==> src/codec_flag_pkg.sv <==
// constants shared by the codec event flag and status logic
package codec_flag_pkg;

  // ---------------------------------------------------------------
  // register map, page 0
  // ---------------------------------------------------------------
  localparam logic [7:0] PageZero            = 8'h00;
  localparam logic [7:0] AddrDriverStatus    = 8'h5f; // driver_fault_power_status
  localparam logic [7:0] AddrLatchedFlags    = 8'h60; // latched_event_flags
  localparam logic [7:0] AddrLiveFlags       = 8'h61; // live_event_flags
  localparam logic [7:0] AddrButtonClear     = 8'h0e; // register 14, clears live button bit

  // ---------------------------------------------------------------
  // field positions and reset values
  // ---------------------------------------------------------------
  localparam int         ShortFieldLsb       = 4;     // short-circuit bits 7..4
  localparam int         PowerFieldLsb       = 2;     // common driver power bits 3..2
  localparam int         ButtonBit           = 3;
  localparam int         HeadsetBit          = 2;
  localparam int         NoiseFieldLsb       = 0;     // noise-gate bits 1..0
  localparam logic [1:0] ReservedStatusBits  = 2'h0;
  localparam logic [7:0] FlagRegReset        = 8'h00;
  localparam logic [7:0] UnmappedReadValue   = 8'h00;

endpackage : codec_flag_pkg

==> src/codec_event_flag_status.sv <==
// codec status registers: driver status, latched and live event flags
`timescale 1ns/1ps
module codec_event_flag_status
  import codec_flag_pkg::*;
(
  input  wire logic       clk_sys,        // system clock, 40 MHz
  input  wire logic       rst_n,          // synchronous reset, active low
  input  wire logic [7:0] regPage,        // selected register page
  input  wire logic [7:0] regAddr,        // register address within page
  input  wire logic       regRd,          // read strobe, one cycle
  input  wire logic       regWr,          // write strobe, one cycle
  input  wire logic [7:0] regWdata,       // write data, not stored
  output logic      [7:0] regRdata_q,     // read data, valid with regRvalid_q
  output logic            regRvalid_q,    // read data valid pulse
  input  wire logic [3:0] shortDetect,    // 3 left headphone, 2 right headphone, 1 left common, 0 right common
  input  wire logic [1:0] comPowerUp,     // 1 left common driver, 0 right common driver powered
  input  wire logic       buttonPress,    // headset button pressed
  input  wire logic       headsetPresent, // headset present
  input  wire logic [1:0] noiseLow        // 1 left, 0 right signal below noise threshold
);

  // ---------------------------------------------------------------
  // decode
  // ---------------------------------------------------------------

  // match a page 0 register read
  function automatic logic readOf(input logic [7:0] page, input logic [7:0] addr,
                                  input logic rd, input logic [7:0] target);
    readOf = rd & (page == PageZero) & (addr == target);
  endfunction : readOf

  logic readLatched;
  logic readButtonClr;
  logic unusedWrite;

  // reads that carry clearing side effects
  assign readLatched   = readOf(regPage, regAddr, regRd, AddrLatchedFlags);
  assign readButtonClr = readOf(regPage, regAddr, regRd, AddrButtonClear);
  // writes to these registers have no effect on any state
  assign unusedWrite   = regWr & (|regWdata);

  // ---------------------------------------------------------------
  // event sources
  // ---------------------------------------------------------------
  logic headsetPrev_q;
  logic headsetChange;
  logic [7:0] latchSet;
  logic [7:0] latched;

  // remember previous headset level to spot insertion or removal
  // the same flop is the live headset bit, one cycle behind the pin
  always_ff @(posedge clk_sys)
  begin
    if (!rst_n)
      headsetPrev_q <= 1'b0;
    else
      headsetPrev_q <= headsetPresent;
  end

  assign headsetChange = headsetPresent ^ headsetPrev_q;

  // set terms of the latched register, live conditions held high keep the bit
  always_comb
  begin
    latchSet = FlagRegReset;
    latchSet[ShortFieldLsb +: 4] = shortDetect;
    latchSet[ButtonBit]          = buttonPress;
    latchSet[HeadsetBit]         = headsetChange;
    latchSet[NoiseFieldLsb +: 2] = noiseLow;
  end

  // ---------------------------------------------------------------
  // latched flags: one sticky cell per bit
  // ---------------------------------------------------------------
  genvar gi;
  generate
    for (gi = 0; gi < 8; gi++)
    begin : gLatch
      sticky_flag_bit uCell (
        .clk_sys (clk_sys),
        .rst_n   (rst_n),
        .setIn   (latchSet[gi]),
        .clearIn (readLatched),
        .flag_q  (latched[gi])
      );
    end
  endgenerate

  // ---------------------------------------------------------------
  // live flags and driver status
  // ---------------------------------------------------------------
  logic [3:0] shortNow_q;   // driver shorts as of the last edge
  logic [1:0] powerNow_q;   // common driver power as of the last edge
  logic [1:0] noiseNow_q;   // noise-gate state as of the last edge
  logic       buttonHeld_q; // sticky button bit of the live register
  logic       buttonHeld_d;
  logic [7:0] liveView;     // live register as read
  logic [7:0] statusView;   // driver status register as read

  // driver short copy, shared by the status and live registers
  always_ff @(posedge clk_sys)
  begin
    if (!rst_n)
      shortNow_q <= FlagRegReset[ShortFieldLsb +: 4];
    else
      shortNow_q <= shortDetect;
  end

  // common driver power copy
  always_ff @(posedge clk_sys)
  begin
    if (!rst_n)
      powerNow_q <= FlagRegReset[PowerFieldLsb +: 2];
    else
      powerNow_q <= comPowerUp;
  end

  // noise-gate copy, followed without latching
  always_ff @(posedge clk_sys)
  begin
    if (!rst_n)
      noiseNow_q <= FlagRegReset[NoiseFieldLsb +: 2];
    else
      noiseNow_q <= noiseLow;
  end

  // only the live button bit is sticky; a press in the clearing cycle wins
  always_comb
  begin
    buttonHeld_d = buttonPress | (buttonHeld_q & ~readButtonClr);
  end

  // sticky button storage
  always_ff @(posedge clk_sys)
  begin
    if (!rst_n)
      buttonHeld_q <= FlagRegReset[ButtonBit];
    else
      buttonHeld_q <= buttonHeld_d;
  end

  // live register as read, levels one cycle behind the inputs
  always_comb
  begin
    liveView = FlagRegReset;
    liveView[ShortFieldLsb +: 4] = shortNow_q;
    liveView[ButtonBit]          = buttonHeld_q;
    liveView[HeadsetBit]         = headsetPrev_q;
    liveView[NoiseFieldLsb +: 2] = noiseNow_q;
  end

  // driver short and common power status, reserved low bits fixed
  always_comb
  begin
    statusView = FlagRegReset;
    statusView[ShortFieldLsb +: 4] = shortNow_q;
    statusView[PowerFieldLsb +: 2] = powerNow_q;
    statusView[1:0]                = ReservedStatusBits;
  end

  // ---------------------------------------------------------------
  // read port
  // ---------------------------------------------------------------
  logic [7:0] readMux;

  // select the addressed register, unmapped reads return zero
  always_comb
  begin
    readMux = UnmappedReadValue;
    if (regPage == PageZero)
    begin
      case (regAddr)
        AddrDriverStatus: readMux = statusView;
        AddrLatchedFlags: readMux = latched;                                 // value before the clear
        AddrLiveFlags:    readMux = liveView;
        default:          readMux = UnmappedReadValue;
      endcase
    end
  end

  // register read data one cycle after the strobe
  always_ff @(posedge clk_sys)
  begin
    if (!rst_n)
      regRdata_q <= UnmappedReadValue;
    else if (regRd)
      regRdata_q <= readMux;
  end

  // read valid pulse
  always_ff @(posedge clk_sys)
  begin
    if (!rst_n)
      regRvalid_q <= 1'b0;
    else
      regRvalid_q <= regRd;
  end

endmodule : codec_event_flag_status

==> src/sticky_flag_bit.sv <==
// one sticky flag cell: set wins over clear
`timescale 1ns/1ps
module sticky_flag_bit
  import codec_flag_pkg::*;
(
  input  wire logic clk_sys, // system clock
  input  wire logic rst_n,   // synchronous reset, active low
  input  wire logic setIn,   // event or live condition
  input  wire logic clearIn, // clearing read strobe
  output logic      flag_q   // latched flag
);

  logic flag_d;

  // hold until cleared; a set in the clearing cycle keeps the flag
  always_comb
  begin
    flag_d = setIn | (flag_q & ~clearIn);
  end

  // flag storage
  always_ff @(posedge clk_sys)
  begin
    if (!rst_n)
      flag_q <= 1'b0;
    else
      flag_q <= flag_d;
  end

endmodule : sticky_flag_bit

==> config.mk <==
export PLATFORM = sky130hd
export DESIGN_NAME = codec_event_flag_status
export DESIGN_NICKNAME = d
export VERILOG_FILES = /design/src/codec_flag_pkg.sv /design/src/codec_event_flag_status.sv /design/src/sticky_flag_bit.sv
export SDC_FILE = /design/constraint.sdc
export NUM_CORES = 1
export LEC_CHECK = 0
export BUFFER_PORTS_ARGS = -buffer_cell sky130_fd_sc_hd__buf_2
export CORE_MARGIN = 1
export CORE_UTILIZATION = 42
export CTS_CLUSTER_DIAMETER = 60
export DETAILED_ROUTE_END_ITERATION = 10
export GPL_TIMING_DRIVEN = 1
export PLACE_DENSITY = 0.85
export SLEW_MARGIN = 30
export SYNTH_ARGS = -nofsm -noshare
export SYNTH_HDL_FRONTEND = slang
export SYNTH_HIERARCHICAL = 1
export SYNTH_SLANG_ARGS = --single-unit
==> constraint.sdc <==
create_clock -name clk_sys -period 2.87 [get_ports clk_sys]
set_input_delay 0.7175 -clock clk_sys [delete_from_list [all_inputs] [get_ports clk_sys]]
set_output_delay 0.7175 -clock clk_sys [all_outputs]
set_load 0.1 [all_outputs]
==> results.json <==
{
  "die_w_um": 54.9,
  "ys_seq_area_share_pct": 46.0,
  "worst_slack_ps": 995,
  "grt_overflow": 0,
  "cp.arrival_ps": 1160,
  "mostFrequentLayoutCells": "37 x buf_2, 27 x dfxtp_1, 14 x and2_1, 8 x nor2b_4, 8 x o21a_1",
  "netlist_area_um2": 1180,
  "slew_violations": 0,
  "finalCritPeriodShare_pct": 65.3,
  "slew_headroom_pct": 67.7,
  "grt_pass1_vias": 816,
  "die_h_um": 54.9,
  "worst-path-buf-inv": 1,
  "synth_xor_area_share_pct": 0.745,
  "ios": 47,
  "synth_cells": 106,
  "cp-end-kind": "output port",
  "status": "finished clean",
  "drtPass1Iterations": 4,
  "syn_avg_cell_area_um2": 11.1,
  "initial_core_util_pct": 45.8,
  "synth_seq_cells": 27,
  "finalHoldViolCount": 0,
  "place_congestion": 0.804,
  "finalClockSkew_ps": 7.71,
  "final_net_count": 185,
  "timing.fmax_mhz": 533,
  "max-vdd-ir-drop_v": 0.000351,
  "tightestPinTransition_ps": 488,
  "holdWs_ps": 478,
  "postCtsHoldBufs": 0,
  "drive_gt1_share_pct": 40.4,
  "postCtsSetupBuffers": 0,
  "dieArea_um2": 3020,
  "rsz0062_at_grt": "no",
  "via_per_inst": 5.11,
  "grt_pass1_wl_um": 3250,
  "cts_buffer_depth": 2,
  "antenna_found_initial": 0,
  "synth_nets": 144,
  "crit_slowest_cell": "buf_2",
  "num_vias": 899,
  "period_needed_ps": 1880,
  "synth_simple_gate_area_share_pct": 34.3,
  "cts_sinks": 27,
  "worstPathRequired_ps": 2150,
  "area_delta_synth_final_pct": 21.8,
  "crit_path_start_kind": "register",
  "clk_latency_ps": 330,
  "cp_top_family": "buffers and inverters",
  "worst_path_largest_cell_delay_ps": 440,
  "yosys-top-cells-area": "dfxtp_1 46%, nor2b_4 9.4%, and2_1 7.4%, o21a_1 5.1%, nor4_4 3.6%",
  "synthMuxAreaShare_pct": 3.40,
  "crit_fanout": 2,
  "yosysTopAreaCellShare_pct": 46.0,
  "drt_iter0_drc": 7,
  "synth.distinct_cells": 29,
  "cts_resized": 0,
  "cap_viol_max_count": 0,
  "setup_viol": 0,
  "diodes": 0,
  "htree_levels": 1,
  "design_area_um2": 1430,
  "fin_util_pct": 55.8,
  "route.detailed.wl_per_inst_um": 12.6,
  "fin_setup_tns_ps": 0,
  "placedInstanceArea_um2": 1400,
  "root_buffer": "clkbuf_4",
  "grt_max_degree": 23,
  "route.final.wire_length_um": 2210,
  "dp_hpwl_um": 1680,
  "synth-compound-area-share_pct": 13.6,
  "layout_commonest_cell": "buf_2",
  "synth_top_family_by_area": "simple AND/OR/NAND/NOR gates",
  "ant_nets": 0,
  "cts_tree": "built",
  "path_cells": "buf_2",
  "synthAdderAreaFrac_pct": 0,
  "core_um2": 2570,
  "cts_buffers": 3,
  "grtUsageTotal_pct": 15.8,
  "yosys_warnings": 6,
  "criticalPathCategory": "reg2out",
  "rows": 18,
  "power.leakage_uw": 0.000623,
  "io_buffers": 37,
  "power_density_nw_per_um2": 450,
  "post-synth-top-area-cell": "dfxtp_1",
  "post-place-ws_ps": 679,
  "path_clk_slew_ps": 150,
  "min_path_type": "reg2reg",
  "drc_errors": 0
}
-- area by class of cell --
| cell class | count | area, µm² |
|---|---|---|
| Timing Repair Buffer | 38 | 193 |
| Inverter | 4 | 15.0 |
| Sequential cell | 27 | 541 |
| Multi-Input combinational cell | 73 | 617 |
| Clock inverter | 1 | 7.51 |
| Clock buffer | 3 | 22.5 |
| Tap cell | 30 | 37.5 |
| Fill cell | 242 | 1130 |
-- cells in the mapped netlist --
master and instances:
nor2_1 4, or2_2 1, inv_1 4, and4bb_2 1
nand4_4 1, and2_1 14, nor4_4 2, nand4_1 2
a221o_1 4, nor2b_4 8, o21ai_0 3, and3_1 1
o21a_1 8, xor2_1 1, dfxtp_1 27, or3_1 2
a211oi_2 1, nor4b_2 1, o22a_1 2, nand3_2 1
nand3_1 2, nand2_1 1, a21oi_1 3, buf_2 1
nand3b_1 2, nand2b_1 2, nor3_1 2, clkbuf_1 1
mux2i_1 4
-- flip-flops by register name, indices dropped and copies added (netlist names) --
signal               flops
buttonHeld_q             1
powerNow_q               2
headsetPrev_q            1
gLatch.uCell/flag_q      8
regRvalid_q              1
regRdata_q               8
shortNow_q               4
noiseNow_q               2
-- worst paths after layout --
path	cells past startpoint	startpoint	endpoint	slack [ps]
setup / recovery	1	regRdata_q[0]	regRdata_q[0]	990
hold / removal	1	shortNow_q[0]	regRdata_q[4]	480
setup reg to reg	3	gLatch[0].uCell/flag_q	regRdata_q[0]	1940
hold reg to reg	1	shortNow_q[0]	regRdata_q[4]	480
-- logic make-up (layout without fill, tap and decap cells) --
logic type | after synthesis | after routing
simple gates | 47 | 47
flops | 27 | 27
compound gates | 21 | 21
buf+inv | 6 | 46
mux | 4 | 4
xor+xnor | 1 | 1
-- stage by stage --
step | total power [µW] | std cells
floorplan | 453 | 106
global placement | 483 | 172
detailed placement | 487 | 172
CTS | 650 | 176
global route | 673 | 176
finish | 644 | 176
-- power by group --
group | switching [µW] | leakage [µW] | total [µW] | internal [µW]
registers | 6.78 | 0.000223 | 398 | 392
logic | 37.7 | 0.000386 | 79.9 | 42.1
clock network | 113 | 0.0000139 | 166 | 53.4
-- routing by layer --
| layer | global-route usage [%] | share of wire (%) | vias to the layer above |
|---|---|---|---|
| li1 | - | - | 455 |
| met3 | 5.19 | 6.3 | 5 |
| met4 | 7.50 | 1.6 | 0 |
| met2 | 27.7 | 47 | 29 |
| met5 | 0 | 0 | - |
| met1 | 17.1 | 45 | 410 |
(Power assumes the default switching activity.)
